===== src/rtl/act_pkg.sv =====
// Package with the register map, reset values and fixed settings of the audio clock tree.
package act_pkg;
    localparam int ACT_NREG = 19;
    localparam logic [4:0] ACT_SLOT_NONE = 5'h1f;
    // Slot order: core source, conv/ovs source, pump source, three pin picks rows, PLL factors,
    // four divider ratios, bit clock ratio, PLL control, auto-set control, status.
    localparam logic [6:0] ACT_REG_IDX [ACT_NREG] = '{
        7'h0d, 7'h0e, 7'h0f, 7'h10, 7'h11, 7'h12, 7'h14, 7'h15, 7'h16, 7'h17,
        7'h18, 7'h1b, 7'h1c, 7'h1d, 7'h1e, 7'h20, 7'h04, 7'h25, 7'h40};
    localparam logic [7:0] ACT_REG_MASK [ACT_NREG] = '{
        8'h07, 8'h77, 8'h07, 8'h77, 8'h77, 8'h07, 8'h78, 8'h3f, 8'h3f, 8'hff,
        8'h0f, 8'h7f, 8'h7f, 8'h7f, 8'h7f, 8'h7f, 8'h01, 8'h02, 8'h00};
    localparam logic [7:0] ACT_REG_RST [ACT_NREG] = '{
        8'h00, 8'h00, 8'h00, 8'h00, 8'h00, 8'h00, 8'h00, 8'h00, 8'h00, 8'h00,
        8'h00, 8'h00, 8'h00, 8'h00, 8'h00, 8'h00, 8'h01, 8'h00, 8'h00};
    localparam int S_CORE_SRC = 0;
    localparam int S_CONV_OVS = 1;
    localparam int S_PUMP_SRC = 2;
    localparam int S_PIN_CC = 3;
    localparam int S_PIN_PO = 4;
    localparam int S_PIN_REF = 5;
    localparam int S_PLL_P = 6;
    localparam int S_PLL_J = 7;
    localparam int S_PLL_DH = 8;
    localparam int S_PLL_DL = 9;
    localparam int S_PLL_R = 10;
    localparam int S_DIV0 = 11;
    localparam int S_PLL_CTL = 16;
    localparam int S_AUTO_CTL = 17;
    localparam int S_STATUS = 18;
    localparam int POS_PLL_ON = 0;
    localparam int POS_AUTO_DIS = 1;
    localparam int POS_P = 3;
    localparam logic [2:0] PIN_ZERO_CODE = 3'h3;
    localparam logic [2:0] PIN_TWO_CODE = 3'h5;
    localparam logic [2:0] SRC_MUTE_IDX = 3'h7;
    localparam logic [2:0] CONV_LAST_CODE = 3'h5;
    // Settings used while auto-set mode runs; plain defaults.
    localparam logic [3:0] AUTO_P_CODE = 4'h0;
    localparam logic [5:0] AUTO_J = 6'h08;
    localparam logic [13:0] AUTO_D = 14'h0000;
    localparam logic [3:0] AUTO_R_CODE = 4'h0;
    localparam logic [6:0] AUTO_RATIO [4] = '{7'h01, 7'h03, 7'h07, 7'h01};
    localparam logic [1:0] RESP_OKAY = 2'h0;
    localparam logic [1:0] RESP_SLVERR = 2'h2;
endpackage


===== src/rtl/act_clock_tree.sv =====
// Audio clock tree configuration: register file, source selection and four clock dividers.
//
// Design decision made here: register access over AXI4-Lite.
`timescale 1ns/100ps
`default_nettype none
// Overview of operation
// - Core source field selects core divider input.
// - Converter source codes pick master, PLL, oscillator, pins.
// - Oversample source codes add converter clock first.
// - Pump source uses oversample encoding; others mute.
// - Core pin pick: 011 pin zero, 101 two.
// - Converter pin pick: 011 pin zero, 101 two.
// - Pump pin pick: 011 pin zero, 101 two.
// - Oversample pin pick: 011 pin zero, 101 two.
// - PLL reference pin pick: 011 zero, 101 two.
// - Pre-divider P is code plus one; 1111 forbidden.
// - Multiplier J equals code; zero forbidden.
// - Fraction D from two registers, at most 9999.
// - PLL multiplies by J.D times R, R code plus one.
// - Auto-set mode overrides PLL factors and ratios.
// - Core divider divides by code plus one.
// - Converter divider divides by code plus one.
// - Pump divider divides by code plus one.
// - Oversample divider divides by code plus one.
// - Auto-set disable bit: zero on, reset zero.
// - PLL off switches PLL clock, and master clock when present, to master pin.
module act_clock_tree
    import act_pkg::*;
(
    input wire logic aclk,
    input wire logic aresetn,
    input wire logic [8:0] s_axi_awaddr,
    input wire logic s_axi_awvalid,
    output logic s_axi_awready,
    input wire logic [31:0] s_axi_wdata,
    input wire logic [3:0] s_axi_wstrb,
    input wire logic s_axi_wvalid,
    output logic s_axi_wready,
    output logic [1:0] s_axi_bresp,
    output logic s_axi_bvalid,
    input wire logic s_axi_bready,
    input wire logic [8:0] s_axi_araddr,
    input wire logic s_axi_arvalid,
    output logic s_axi_arready,
    output logic [31:0] s_axi_rdata,
    output logic [1:0] s_axi_rresp,
    output logic s_axi_rvalid,
    input wire logic s_axi_rready,
    input wire logic pll_clk,
    input wire logic internal_oscillator,
    input wire logic master_clock_pin,
    input wire logic bit_clock,
    input wire logic general_pin_zero,
    input wire logic general_pin_two,
    input wire logic master_present,
    output logic core_clk,
    output logic converter_clk,
    output logic pump_clk,
    output logic oversample_clk,
    output logic pll_ref_pin_clk,
    output logic [4:0] pll_p,
    output logic [5:0] pll_j,
    output logic [13:0] pll_d,
    output logic [4:0] pll_r,
    output logic pll_enable
);
    function automatic logic [4:0] slot_of(input logic [8:0] addr);
        logic [4:0] s;
        s = ACT_SLOT_NONE;
        for (int k = 0; k < ACT_NREG; k++) begin
            if (addr[8:2] == ACT_REG_IDX[k]) begin
                s = 5'(k);
            end
        end
        return s;
    endfunction

    function automatic logic pin_pick(input logic [2:0] code, input logic p0, input logic p2);
        logic v;
        v = 1'b0;
        if (code == PIN_ZERO_CODE) begin
            v = p0;
        end else if (code == PIN_TWO_CODE) begin
            v = p2;
        end
        return v;
    endfunction

    // Converter-style codes skip the converter-clock slot of the source vector.
    function automatic logic [2:0] conv_idx(input logic [2:0] code);
        return (code <= CONV_LAST_CODE) ? 3'(code + 3'h1) : SRC_MUTE_IDX;
    endfunction

    function automatic logic src_pick(input logic [6:0] v, input logic [2:0] idx);
        return (idx == SRC_MUTE_IDX) ? 1'b0 : v[idx];
    endfunction

    logic [7:0] cfg_r [ACT_NREG];
    logic aw_held_r;
    logic w_held_r;
    logic [4:0] wslot_r;
    logic [7:0] wbyte_r;
    logic wlane_r;
    logic wr_go;
    logic [4:0] rslot;
    logic [7:0] status;
    logic auto_on;
    logic pll_lvl;
    logic master_lvl;
    logic [2:0] sel_idx [4];
    logic [6:0] src_vec [4];
    logic src_lvl [4];
    logic [6:0] ratio [4];
    logic [6:0] cnt_r [4];
    logic prev_r [4];
    logic div_r [4];

    assign wr_go = aw_held_r && w_held_r && !s_axi_bvalid;
    assign rslot = slot_of(s_axi_araddr);
    assign auto_on = !cfg_r[S_AUTO_CTL][POS_AUTO_DIS];

    // Write channel: address and data may arrive in either order, response follows both.
    always_ff @(posedge aclk) begin
        if (!aresetn) begin
            s_axi_awready <= 1'b1;
            s_axi_wready <= 1'b1;
            aw_held_r <= 1'b0;
            w_held_r <= 1'b0;
            wslot_r <= ACT_SLOT_NONE;
            wbyte_r <= 8'h00;
            wlane_r <= 1'b0;
            s_axi_bvalid <= 1'b0;
            s_axi_bresp <= RESP_OKAY;
        end else begin
            if (s_axi_awvalid && s_axi_awready) begin
                aw_held_r <= 1'b1;
                s_axi_awready <= 1'b0;
                wslot_r <= slot_of(s_axi_awaddr);
            end
            if (s_axi_wvalid && s_axi_wready) begin
                w_held_r <= 1'b1;
                s_axi_wready <= 1'b0;
                wbyte_r <= s_axi_wdata[7:0];
                wlane_r <= s_axi_wstrb[0];
            end
            if (wr_go) begin
                aw_held_r <= 1'b0;
                w_held_r <= 1'b0;
                s_axi_bvalid <= 1'b1;
                s_axi_bresp <= (wslot_r == ACT_SLOT_NONE) ? RESP_SLVERR : RESP_OKAY;
            end
            if (s_axi_bvalid && s_axi_bready) begin
                s_axi_bvalid <= 1'b0;
                s_axi_awready <= 1'b1;
                s_axi_wready <= 1'b1;
            end
        end
    end

    // Configuration storage. Forbidden P, J and D codes are kept as written; the far side
    // must not write them, so no clamping is spent here.
    always_ff @(posedge aclk) begin
        if (!aresetn) begin
            for (int k = 0; k < ACT_NREG; k++) begin
                cfg_r[k] <= ACT_REG_RST[k];
            end
        end else if (wr_go && wlane_r && wslot_r != ACT_SLOT_NONE) begin
            cfg_r[wslot_r] <= wbyte_r & ACT_REG_MASK[wslot_r];
        end
    end

    // Read channel: one cycle from address to data.
    always_ff @(posedge aclk) begin
        if (!aresetn) begin
            s_axi_arready <= 1'b1;
            s_axi_rvalid <= 1'b0;
            s_axi_rdata <= 32'h0000_0000;
            s_axi_rresp <= RESP_OKAY;
        end else begin
            if (s_axi_arvalid && s_axi_arready) begin
                s_axi_arready <= 1'b0;
                s_axi_rvalid <= 1'b1;
                if (rslot == ACT_SLOT_NONE) begin
                    s_axi_rdata <= 32'h0000_0000;
                    s_axi_rresp <= RESP_SLVERR;
                end else begin
                    s_axi_rdata <= {24'h000000, (rslot == 5'(S_STATUS)) ? status : cfg_r[rslot]};
                    s_axi_rresp <= RESP_OKAY;
                end
            end
            if (s_axi_rvalid && s_axi_rready) begin
                s_axi_rvalid <= 1'b0;
                s_axi_arready <= 1'b1;
            end
        end
    end

    // Source vectors, index 0 is the converter clock for pump and oversample (tied low for core and converter), 1 the auto-selected master.
    always_comb begin
        pll_lvl = cfg_r[S_PLL_CTL][POS_PLL_ON] ? pll_clk : master_clock_pin;
        master_lvl = master_present ? pll_lvl : internal_oscillator;
        src_vec[0] = {pin_pick(cfg_r[S_PIN_CC][6:4], general_pin_zero, general_pin_two),
            bit_clock, master_clock_pin, internal_oscillator, pll_lvl, master_lvl, 1'b0};
        src_vec[1] = {pin_pick(cfg_r[S_PIN_CC][2:0], general_pin_zero, general_pin_two),
            bit_clock, master_clock_pin, internal_oscillator, pll_lvl, master_lvl, 1'b0};
        src_vec[2] = {pin_pick(cfg_r[S_PIN_PO][6:4], general_pin_zero, general_pin_two),
            bit_clock, master_clock_pin, internal_oscillator, pll_lvl, master_lvl, div_r[1]};
        src_vec[3] = {pin_pick(cfg_r[S_PIN_PO][2:0], general_pin_zero, general_pin_two),
            bit_clock, master_clock_pin, internal_oscillator, pll_lvl, master_lvl, div_r[1]};
        sel_idx[0] = conv_idx(cfg_r[S_CORE_SRC][2:0]);
        sel_idx[1] = conv_idx(cfg_r[S_CONV_OVS][6:4]);
        sel_idx[2] = cfg_r[S_PUMP_SRC][2:0];
        sel_idx[3] = cfg_r[S_CONV_OVS][2:0];
        for (int i = 0; i < 4; i++) begin
            src_lvl[i] = src_pick(src_vec[i], sel_idx[i]);
            ratio[i] = auto_on ? AUTO_RATIO[i] : cfg_r[S_DIV0 + i][6:0];
        end
    end

    // Dividers count rising edges of the sampled source. Ratio changes take effect at once; a count already at or
    // above the new limit wraps on the next edge, so that period is cut short, hence the idle-only advice.
    always_ff @(posedge aclk) begin
        if (!aresetn) begin
            for (int i = 0; i < 4; i++) begin
                cnt_r[i] <= 7'h00;
                prev_r[i] <= 1'b0;
                div_r[i] <= 1'b0;
            end
        end else begin
            for (int i = 0; i < 4; i++) begin
                prev_r[i] <= src_lvl[i];
                if (sel_idx[i] == SRC_MUTE_IDX) begin
                    cnt_r[i] <= 7'h00;
                    div_r[i] <= 1'b0;
                end else if (ratio[i] == 7'h00) begin
                    cnt_r[i] <= 7'h00;
                    div_r[i] <= src_lvl[i];
                end else if (src_lvl[i] && !prev_r[i]) begin
                    if (cnt_r[i] >= ratio[i]) begin
                        cnt_r[i] <= 7'h00;
                        div_r[i] <= 1'b1;
                    end else begin
                        cnt_r[i] <= cnt_r[i] + 7'h01;
                        div_r[i] <= (8'({1'b0, cnt_r[i]}) + 8'h01) < ((8'({1'b0, ratio[i]}) + 8'h02) >> 1);
                    end
                end
            end
        end
    end

    assign core_clk = div_r[0];
    assign converter_clk = div_r[1];
    assign pump_clk = div_r[2];
    assign oversample_clk = div_r[3];

    // PLL factors handed to the analog PLL; auto mode substitutes its own set.
    always_ff @(posedge aclk) begin
        if (!aresetn) begin
            pll_p <= 5'h01;
            pll_j <= AUTO_J;
            pll_d <= AUTO_D;
            pll_r <= 5'h01;
            pll_enable <= ACT_REG_RST[S_PLL_CTL][POS_PLL_ON];
            pll_ref_pin_clk <= 1'b0;
        end else begin
            pll_enable <= cfg_r[S_PLL_CTL][POS_PLL_ON];
            pll_ref_pin_clk <= pin_pick(cfg_r[S_PIN_REF][2:0], general_pin_zero, general_pin_two);
            if (auto_on) begin
                pll_p <= 5'({1'b0, AUTO_P_CODE} + 5'h01);
                pll_j <= AUTO_J;
                pll_d <= AUTO_D;
                pll_r <= 5'({1'b0, AUTO_R_CODE} + 5'h01);
            end else begin
                pll_p <= 5'({1'b0, cfg_r[S_PLL_P][6:3]} + 5'h01);
                pll_j <= cfg_r[S_PLL_J][5:0];
                pll_d <= {cfg_r[S_PLL_DH][5:0], cfg_r[S_PLL_DL]};
                pll_r <= 5'({1'b0, cfg_r[S_PLL_R][3:0]} + 5'h01);
            end
        end
    end

    always_comb begin
        status = 8'h00;
        for (int i = 0; i < 4; i++) begin
            status[i] = (sel_idx[i] == SRC_MUTE_IDX);
        end
        status[4] = !master_present;
    end

    a_conv_mute: assert property (@(posedge aclk) disable iff (!aresetn)
        cfg_r[S_CONV_OVS][6:4] > 3'h5 |=> !converter_clk) else $error("muted converter clock toggles");
    a_conv_mclk: assert property (@(posedge aclk) disable iff (!aresetn)
        cfg_r[S_CONV_OVS][6:4] == 3'h3 && ratio[1] == 7'h00 |=> converter_clk == $past(master_clock_pin))
        else $error("converter clock not master pin");
    a_ovs_conv: assert property (@(posedge aclk) disable iff (!aresetn)
        cfg_r[S_CONV_OVS][2:0] == 3'h0 && ratio[3] == 7'h00 |=> oversample_clk == $past(converter_clk))
        else $error("oversample clock not converter clock");
    a_pump_mute: assert property (@(posedge aclk) disable iff (!aresetn)
        cfg_r[S_PUMP_SRC][2:0] == 3'h7 |=> !pump_clk) else $error("muted pump clock toggles");
    a_core_pin: assert property (@(posedge aclk) disable iff (!aresetn)
        cfg_r[S_CORE_SRC][2:0] == 3'h5 && cfg_r[S_PIN_CC][6:4] == 3'h5 && ratio[0] == 7'h00
        |=> core_clk == $past(general_pin_two)) else $error("core pin pick wrong");
    a_ref_pin: assert property (@(posedge aclk) disable iff (!aresetn)
        cfg_r[S_PIN_REF][2:0] == 3'h3 |=> pll_ref_pin_clk == $past(general_pin_zero))
        else $error("reference pin pick wrong");
    a_pll_off: assert property (@(posedge aclk) disable iff (!aresetn)
        !cfg_r[S_PLL_CTL][POS_PLL_ON] && cfg_r[S_CONV_OVS][6:4] == 3'h1 && ratio[1] == 7'h00
        |=> converter_clk == $past(master_clock_pin)) else $error("PLL off not on master pin");
    a_manual_p: assert property (@(posedge aclk) disable iff (!aresetn)
        !auto_on ##1 !auto_on |-> pll_p == 5'({1'b0, $past(cfg_r[S_PLL_P][6:3])} + 5'h01))
        else $error("P not code plus one");
    a_auto_ovr: assert property (@(posedge aclk) disable iff (!aresetn)
        auto_on |=> pll_j == AUTO_J && pll_r == 5'h01) else $error("auto mode ignored");
    a_div_bound: assert property (@(posedge aclk) disable iff (!aresetn)
        ratio[2] != 7'h00 && $stable(ratio[2]) && $past(cnt_r[2]) <= ratio[2] |-> cnt_r[2] <= ratio[2])
        else $error("pump count overrun");
    a_write_resp: assert property (@(posedge aclk) disable iff (!aresetn)
        wr_go |=> s_axi_bvalid ##0 !s_axi_awready) else $error("write not answered");
    c_div_wrap: cover property (@(posedge aclk) disable iff (!aresetn) !auto_on && cnt_r[1] == 7'h7f);
    c_pin_clock: cover property (@(posedge aclk) disable iff (!aresetn) sel_idx[3] == 3'h6 && oversample_clk);
    c_read_status: cover property (@(posedge aclk) disable iff (!aresetn)
        s_axi_arvalid && s_axi_arready && rslot == 5'(S_STATUS));
endmodule
`default_nettype wire


===== config.mk =====
export PLATFORM = sky130hd
export DESIGN_NAME = act_clock_tree
export DESIGN_NICKNAME = d
export VERILOG_FILES = /design/src/rtl/act_pkg.sv /design/src/rtl/act_clock_tree.sv
export SDC_FILE = /design/constraint.sdc
export NUM_CORES = 1
export LEC_CHECK = 0
export BUFFER_PORTS_ARGS = -buffer_cell sky130_fd_sc_hd__clkbuf_2
export CAP_MARGIN = 20
export CORE_MARGIN = 3
export CORE_UTILIZATION = 59
export DETAILED_ROUTE_END_ITERATION = 8
export GPL_ROUTABILITY_DRIVEN = 0
export HOLD_SLACK_MARGIN = 0.05
export PLACE_DENSITY = 0.79
export SKIP_LAST_GASP = 1
export SYNTH_ARGS = -nofsm -noshare
export SYNTH_HDL_FRONTEND = slang
export SYNTH_SLANG_ARGS = --single-unit

===== constraint.sdc =====
create_clock -name aclk -period 3.75 [get_ports aclk]
set_clock_uncertainty 0.15 [all_clocks]
set_input_delay 0.375 -clock aclk [delete_from_list [all_inputs] [get_ports aclk]]
set_output_delay 0.375 -clock aclk [all_outputs]
set_load 0.02 [all_outputs]

# After elaboration in Yosys (flattened, before gate mapping)
# Memory sizes are Yosys's and may differ from the RTL's. A register that Yosys moved wholly into a read port is not among the register bits.
# Index checks and enable logic that the tools add are counted.
[word_totals]
reg_bits = 69
input_bits = 68
elab_cells = 373
rom_bits = 256
n_memories = 5
ramBits = 188
[op_classes]
bitwise = 39
order_cmp = 15
reduce_logical = 31
addsub = 16
mux = 194
n_eq_ne = 56
[mem_list]
columns = ["memory", "depth", "word_bits", "rd", "rd_clocked_by_memory_dff", "wr", "line_no", "source"]
rows = [
  ["(no name shown)", 32, 8, 1, 0, 0, "act_clock_tree.sv:168", "cfg_r[wslot_r] <= wbyte_r & ACT_REG_MASK[wslot_r];"],
  ["cfg_r", 19, 8, 18, 3, 19, "act_clock_tree.sv:98", "logic [7:0] cfg_r [ACT_NREG];"],
  ["cnt_r", 4, 7, 4, 0, 4, "act_clock_tree.sv:114", "logic [6:0] cnt_r [4];"],
  ["div_r", 4, 1, 4, 0, 4, "act_clock_tree.sv:116", "logic div_r [4];"],
  ["prev_r", 4, 1, 4, 0, 4, "act_clock_tree.sv:115", "logic prev_r [4];"],
]
[op_table]
columns = ["cell", "n"]
rows = [
  ["2-to-1 mux 5 bit", 39],
  ["equality test 7 x 5 -> 1 bit, second input constant", 24],
  ["2-to-1 mux 7 bit", 20],
  ["2-to-1 mux 1 bit", 122],
  ["equality test 7 x 4 -> 1 bit, second input constant", 6],
  ["2-to-1 mux 8 bit", 5],
  ["bitwise OR 1 bit", 36],
  ["adder 7 x 1 -> 8 bit, second input constant", 4],
  ["adder 7 x 2 -> 8 bit, second input constant", 4],
  ["< comparator 8 x 7 -> 1 bit", 4],
  ["adder 7 x 1 -> 7 bit, second input constant", 4],
  ["equality test 7 x 6 -> 1 bit, second input constant", 4],
  [">= comparator 7 bit", 4],
  ["logical NOT 7 bit", 4],
  ["equality test 3 bit, second input constant", 9],
  ["< comparator 3 x 4 -> 1 bit, second input constant", 4],
  ["equality test 3 x 2 -> 1 bit, second input constant", 5],
  ["equality test 5 bit, second input constant", 3],
  ["equality test 7 x 3 -> 1 bit, second input constant", 2],
  ["equality test 7 bit, second input constant", 2],
  ["logical AND 1 bit", 13],
  ["binary-select mux 1 bit (select 3 bit)", 4],
  ["adder 4 x 1 -> 5 bit, second input constant", 2],
  ["logical NOT 1 bit", 9],
  ["12 further kinds", 18],
]

# Depth between registers and ports, before layout
# Gate-level depths: netlist of the first run.
[logic_depth]
word_depth = 23
mapped_depth = 17
mapped_depth_nobuf = 13

# Worst setup path after synthesis of the first run
# OpenSTA, ideal clock, no wires.
[synth_path]
kind = "reg-to-reg"
from = "memory cfg_r[17][1]"
to = "memory div_r[0]"
setup_time_ns = 0.084
path_slack_ns = 0.312
synth_period_minus_slack_ns = 3.438
t_arrival_ns = 3.204
n_path_buf = 4
stages_incl_launch_ff = 18
path_cell_list = "edfxtp_1 > clkbuf_1 > clkbuf_1 > clkbuf_1 > clkbuf_1 > nand2_1 > inv_1 > ha_1 > inv_1 > ha_1 > a21boi_0 > o21ai_0 > nand2b_1 > a21o_1 > a211oi_1 > o21ai_0 > a211o_1 > o221ai_1"
[synth_rtl]
columns = ["element", "line_no"]
rows = [
  ["from (decl)", "act_clock_tree.sv:98"],
  ["to (decl)", "act_clock_tree.sv:116"],
]

==> results.py, run 1 <==
metrics = {
    "status": {
        "status": "finished, final reports clean",
    },
    "setup_path": {
        "critPathKind": "reg -> reg",
        "crit_arrival_ns": 3.40,
        "cp-end-kind": "flip-flop",
        "slowest_delay_ns": 0.75,
        "crit_path_cell_trace": "and2_1, nand3_1, nand3_1, nor2_1, nand3_1, nand2_1",
        "cp_max_fo": 12,
        "crit_buf_inv": 0,
        "rr_worst_depth": 6,
        "cpMostUsedCell": "nand3_1",
        "regToRegSetupSlack_ns": 0.41,
        "critPathLaunchType": "flip-flop",
        "required_ns": 3.81,
        "cpMaxStageDelayCell": "nor2_1",
        "cp.depth": 6,
        "cp_top_family": "simple AND/OR/NAND/NOR gates",
    },
    "power_and_ir_drop": {
        "p_sw_share_pct": 25.1,
        "clock_power_share_pct": 39.4,
        "p_leak_nw": 6.79,
        "power_switching_mw": 1.82,
        "internal-power_mw": 5.43,
        "p_per_area_mw_per_mm2": 431,
        "total_power_mw": 7.25,
        "seqPwrFrac_pct": 48.9,
        "combinationalPowerShare_pct": 11.7,
        "vdd_ir_drop_max_mv": 0.373,
    },
    "final_layout": {
        "nFillCells": 1804,
        "fin_nets": 1716,
        "n_antenna_cell": 0,
        "area_delta_synth_final_pct": 13.9,
        "layoutNonFillerInstCount": 1928,
        "drive_gt1_share_pct": 12.2,
    },
    "global_routing": {
        "grt_use_total_pct": 27.8,
        "antenna_found_initial": 0,
        "grt_overflow_total": 0,
        "grt_pass1_wl_um": 58500,
        "grt_max_degree": 51,
        "grt_pass1_vias": 11000,
    },
    "place": {
        "portBuffers": 87,
        "dpl.cell_count": 1856,
        "preCtsSetupSlack_ns": 0.381,
        "dp.final_hpwl_um": 27200,
    },
    "drt": {
        "route.detailed.drc": 0,
        "ant_nets": 0,
        "num_vias": 11600,
        "dr.pass1.iters": 6,
        "wl_per_cell_um": 19.5,
        "drt_iter0_drc": 1227,
        "wirelength_um": 37700,
        "avgViaCountPerCell": 6.02,
    },
    "cts": {
        "root_buffer": "clkbuf_16",
        "path_clk_slew_ns": 0.06,
        "cts_sinks": 277,
        "insertion_delay_ns": 0.56,
        "cts_buffer_depth": 3,
        "cts_tree": "done",
        "h-tree-depth": 1,
        "numCtsBuffers": 29,
    },
    "timing": {
        "drv_slew": 0,
        "timing.final.crit_share_pct": 89.2,
        "tightest_slew_ns": 0.969,
        "post-route-min-period_ns": 3.34,
        "rsz0062_at_grt": "no",
        "max_freq_ghz": 0.299,
        "setup_ws_ns": 0.405,
        "max-slew-margin-rel_pct": 35.4,
        "holdWs_ns": 0.0859,
        "fin_setup_tns_ns": 0,
        "hold_viol_final": 0,
        "setup_violations": 0,
    },
    "yosys": {
        "ys_seq_area_share_pct": 51.1,
        "synth-edff-count": 199,
        "yosys.area.top_type_share_pct": 40.5,
        "ys.flop_type": "edfxtp_1",
        "syn_inst": 1431,
        "yosysWarnings": 0,
        "yosysMostFrequentCell": "edfxtp_1",
        "yosysTopAreaCell": "edfxtp_1",
        "synthTopCellsByCount": "199 x edfxtp_1, 173 x nor2_1, 135 x nand2_1, 78 x dfxtp_1, 71 x o21ai_0",
        "synth_area_per_cell_um2": 10.3,
        "async_flop_share_pct": 0,
        "synth-seq-cells": 277,
        "synth_area_leaders": "edfxtp_1 41%, dfxtp_1 11%, ha_1 5.7%",
        "synth_area_mm2": 0.0148,
        "ys_types": 75,
    },
    "floorplanning": {
        "row_count": 57,
        "die_w_um": 164,
        "die_area_mm2": 0.0269,
        "fp.coreArea_mm2": 0.0245,
        "io-pin-count": 145,
        "start_util_pct": 60.3,
        "die_h_um": 164,
    },
    "hold_path": {
        "whs_path_depth": 3,
        "worst_hold_path_type": "in -> reg",
    },
    "job": {
        "drv_cap": 0,
    },
}
power by group through the flow:
stage	combinational (mW)	clock [mW]	sequential (mW)
after global placement	0.789	0	3.60
after global routing	0.949	2.99	3.56
final	0.850	2.85	3.54
after detailed placement	0.820	0	3.60
after CTS	0.841	2.86	3.54
after floorplan	0.597	0	3.58
per-stage QoR:
| step | instance area, um2 | util, % |
|---|---|---|
| 4_1_cts | 16800 | 68.7 |
| 3_3_place_gp | 15700 | 64.1 |
| 5_1_grt | 16800 | 68.7 |
| 2_1_floorplan | 15000 | - |
| 6_report | 16800 | 68.7 |
| 3_5_place_dp | 15700 | 64.1 |
area by class of cell:
cell class	count	area, um2	share of cell area [%]
clock inverters	16	178	1.06
repair buffers	149	983	5.85
well taps	324	405	2.41
multi-input cells	1069	6730	40.0
flip-flops and latches	277	7540	44.8
clock buffers	38	769	4.58
inverters	55	206	1.23
tightest hold or removal path: stages:
cell and delay, ns:
clkbuf_2 0.17, nor3_1 0.08, o211ai_1 0.14
sequential cells by signal, indices dropped and copies added (netlist names):
signal and count:
w_held_r 1, s_axi_rvalid 1, div_r 4, cfg_r 178, pll_p 5, wbyte_r 8, pll_enable 1, pll_r 5
s_axi_arready 1, pll_d 14, s_axi_bresp 1, prev_r 4, s_axi_rdata 8, wlane_r 1, cnt_r 28, pll_ref_pin_clk 1
wslot_r 5, s_axi_bvalid 1, s_axi_awready 1, aw_held_r 1, s_axi_wready 1, pll_j 6, s_axi_rresp 1
metal layers:
| metal | routed length, um | up-vias | track usage, % |
|---|---|---|---|
| met2 | 17900 | 614 | 46.6 |
| met1 | 14900 | 5487 | 36.9 |
| met3 | 3430 | 111 | 4.74 |
| li1 | - | 5390 | - |
| met4 | 1410 | 0 | 9.42 |
| met5 | 0 | - | 0 |
what timing repair did:
action                    CTS  global route
hold endpoints to repair   19             0
setup buffers               0             0
gates resized for setup     0             0
hold buffers               18             0
path summary, 6_finish.rpt:
kind	from	end
worst min register to register	s_axi_rresp[1]$_SDFFE_PN0P_	s_axi_rresp[1]$_SDFFE_PN0P_
worst max register to register	wslot_r[1]$_SDFFE_PN1P_	cfg_r[14][2]$_SDFFCE_PN0P_
worst max-delay path	wslot_r[1]$_SDFFE_PN1P_	cfg_r[14][2]$_SDFFCE_PN0P_
worst min-delay path	s_axi_awaddr[7]	wslot_r[2]$_SDFFE_PN1P_
cell families after synthesis:
kind of cell / synth area share (%)
muxes: 4.28
other: 0.0254
and+or+nand+nor: 17.8
buffers and inverters: 5.10
AOI/OAI and AO/OA: 13.4
xor gates and xnor gates: 2.61
adders and majority gates: 5.68
DFF: 51.1
placed cells by master (no fill, tap or decap), types with 15 or more instances in the layout:
cell / instances
clkbuf_2: 87
xor2_1: 17
nor2_1: 173
a21o_1: 25
a221oi_1: 25
xnor2_1: 27
mux2i_1: 47
a21oi_1: 46
dlygate4sd3_1: 18
dfxtp_1: 78
clkbuf_16: 29
inv_1: 55
nand3_1: 61
o21ai_0: 71
nor2b_1: 32
nand2_1: 135
and2_1: 16
conb_1: 68
and3_1: 35
ha_1: 67
o211ai_1: 15
edfxtp_1: 199
nand2b_1: 32
buf_4: 41
(Power assumes the default switching activity.)
==> run 2: changes to the inputs <==
CAP_MARGIN = not set   (was 20)
MAX_ROUTING_LAYER = met4   (was not set)
==> run 2 against run 1 <==
Core utilization unchanged. Highest routed layer unchanged. Cell count stayed put. First-iteration DRC count increased by 4.4%. Register-to-register slack got worse by 0.02 ns. Power is essentially flat. Global-route usage increased by 0.79 points. Worst setup slack got worse by 0.016 ns.
==> results.py, run 2 (synthesis gave the netlist of run 1 again) <==
metrics = {
    "floorplanning": {
        "io-pin-count": 145,
        "fp.coreArea_mm2": 0.0245,
        "start_util_pct": 60.3,
        "die_area_mm2": 0.0269,
        "die_w_um": 164,
        "die_h_um": 164,
        "row_count": 57,
    },
    "final_layout": {
        "fin_nets": 1716,
        "largestRegisters": "cfg_r: 178 flops, cnt_r: 28 flops, pll_d: 14 flops",
        "largest_reg_flops": 178,
        "n_antenna_cell": 0,
        "final_common_cell": "edfxtp_1",
        "drive_gt1_share_pct": 12.2,
        "top_register": "cfg_r",
        "area_delta_synth_final_pct": 13.9,
        "layout_common_cells": "199 x edfxtp_1, 173 x nor2_1, 135 x nand2_1, 87 x clkbuf_2, 78 x dfxtp_1",
    },
    "drt": {
        "wl_per_cell_um": 19.6,
        "drt_iter0_drc": 1281,
        "num_vias": 11500,
        "ant_nets": 0,
        "wirelength_um": 37800,
        "route.detailed.drc": 0,
        "avgViaCountPerCell": 5.99,
        "dr.pass1.iters": 5,
    },
    "setup_path": {
        "cp-end-kind": "flip-flop",
        "rr_worst_depth": 6,
        "required_ns": 3.81,
        "regToRegSetupSlack_ns": 0.39,
        "cp_max_fo": 12,
        "r2r-start": "wslot_r[1]$_SDFFE_PN1P_",
        "critPathLaunchType": "flip-flop",
        "crit_arrival_ns": 3.42,
        "cp.depth": 6,
        "cpMostUsedCell": "nand3_1",
        "r2r_end": "cfg_r[14][2]$_SDFFCE_PN0P_",
        "critPathKind": "reg -> reg",
        "cpMaxStageDelayCell": "nor2_1",
        "crit_path_cell_trace": "and2_1, nand3_1, nand3_1, nor2_1, nand3_1, nand2_1",
        "slowest_delay_ns": 0.78,
        "cp_top_family": "simple AND/OR/NAND/NOR gates",
        "crit_buf_inv": 0,
    },
    "hold_path": {
        "worst_hold_path_type": "in -> reg",
        "holdPathEnd": "wslot_r[2]$_SDFFE_PN1P_",
        "hold_start": "s_axi_awaddr[7]",
        "whs_path_depth": 3,
    },
    "timing": {
        "setup_violations": 0,
        "fin_setup_tns_ns": 0,
        "post-route-min-period_ns": 3.36,
        "drv_slew": 0,
        "rsz0062_at_grt": "no",
        "tightest_slew_ns": 0.997,
        "hold_viol_final": 0,
        "max_freq_ghz": 0.298,
        "max-slew-margin-rel_pct": 33.5,
        "holdWs_ns": 0.0891,
        "setup_ws_ns": 0.390,
        "timing.final.crit_share_pct": 89.6,
    },
    "power_and_ir_drop": {
        "p_leak_nw": 6.79,
        "total_power_mw": 7.24,
        "p_per_area_mw_per_mm2": 431,
        "vdd_ir_drop_max_mv": 0.372,
    },
    "cts": {
        "h-tree-depth": 1,
        "path_clk_slew_ns": 0.06,
        "cts_sinks": 277,
        "insertion_delay_ns": 0.56,
        "numCtsBuffers": 29,
        "cts_resized": 0,
        "root_buffer": "clkbuf_16",
        "cts_tree": "done",
        "cts_buffer_depth": 3,
    },
    "place": {
        "portBuffers": 87,
        "dp.final_hpwl_um": 27200,
        "preCtsSetupSlack_ns": 0.381,
    },
    "global_routing": {
        "grt_pass1_wl_um": 58500,
        "grt_max_degree": 51,
        "grt_overflow_total": 0,
        "grt_pass1_vias": 11000,
        "antenna_found_initial": 0,
        "grt_use_total_pct": 28.6,
    },
    "status": {
        "status": "finished, final reports clean",
    },
    "job": {
        "drv_cap": 0,
    },
}
==> run 2: cell counts in the layout (fill, tap and decap cells not counted) <==
No cell type changed its count.
==> run 2: per-stage QoR <==
stage                     utilization (%)  instance area, um2  std cells
after floorplan                         -               15000       1498
after CTS                            68.7               16800       1928
after global routing                 68.7               16800       1928
after detailed placement             64.1               15700       1856
after global placement               64.1               15700       1856
final                                68.7               16800       1928
==> run 2: cell type report <==
| type | count | area [um2] |
|---|---|---|
| clock buffer | 38 | 769 |
| clock inverter | 16 | 178 |
| fill | 1804 | 7650 |
| inverter | 55 | 206 |
| multi-input combinational | 1069 | 6730 |
| sequential | 277 | 7540 |
| tap | 324 | 405 |
| timing repair buffer | 149 | 983 |
==> run 2: power by group <==
part | internal (mW) | switching (mW) | total (mW) | leakage [nW]
clock | 1.66 | 1.19 | 2.85 | 0.464
sequential | 3.42 | 0.121 | 3.54 | 2.72
combinational | 0.345 | 0.506 | 0.852 | 3.61
total | 5.43 | 1.81 | 7.24 | 6.79
==> run 2: metal layers <==
metal / track usage [%] / vias to the layer above / share of wire, %
met5: - / - / 0
met4: 8.96 / 0 / 3.5
met3: 4.67 / 106 / 9.3
met2: 46.8 / 572 / 48
met1: 36.9 / 5474 / 39
li1: - / 5397 / -
==> run 2: what timing repair did <==
item / in CTS / in global routing
buffers inserted: 0 / 0
endpoints found under the hold margin: 19 / 0
hold buffers: 18 / 0
==> run 2: worst reg2reg max path, stage by stage, from the launching register on <==
cell	delay, ns
dfxtp_1	0.38
and2_1	0.31
nand3_1	0.18
nand3_1	0.23
nor2_1	0.78
nand3_1	0.50
nand2_1	0.48
==> run 2: worst max path at each step <==
stage / endpoint / slack, ns / from
6_report: cfg_r[14][2]$_SDFFCE_PN0P_ / 0.39 / wslot_r[1]$_SDFFE_PN1P_
2_1_floorplan: div_r[0]$_DFF_P_ / 0.31 / cfg_r[17][1]$_DFFE_PP_
3_5_place_dp: s_axi_rdata[6]$_SDFFE_PN0P_ / 0.38 / s_axi_araddr[2]
5_1_grt: cfg_r[14][7]$_SDFFCE_PN0P_ / 0.19 / wslot_r[1]$_SDFFE_PN1P_
4_1_cts: cfg_r[14][7]$_SDFFCE_PN0P_ / 0.48 / wslot_r[1]$_SDFFE_PN1P_
3_3_place_gp: s_axi_rdata[3]$_SDFFE_PN0P_ / 0.51 / s_axi_araddr[5]
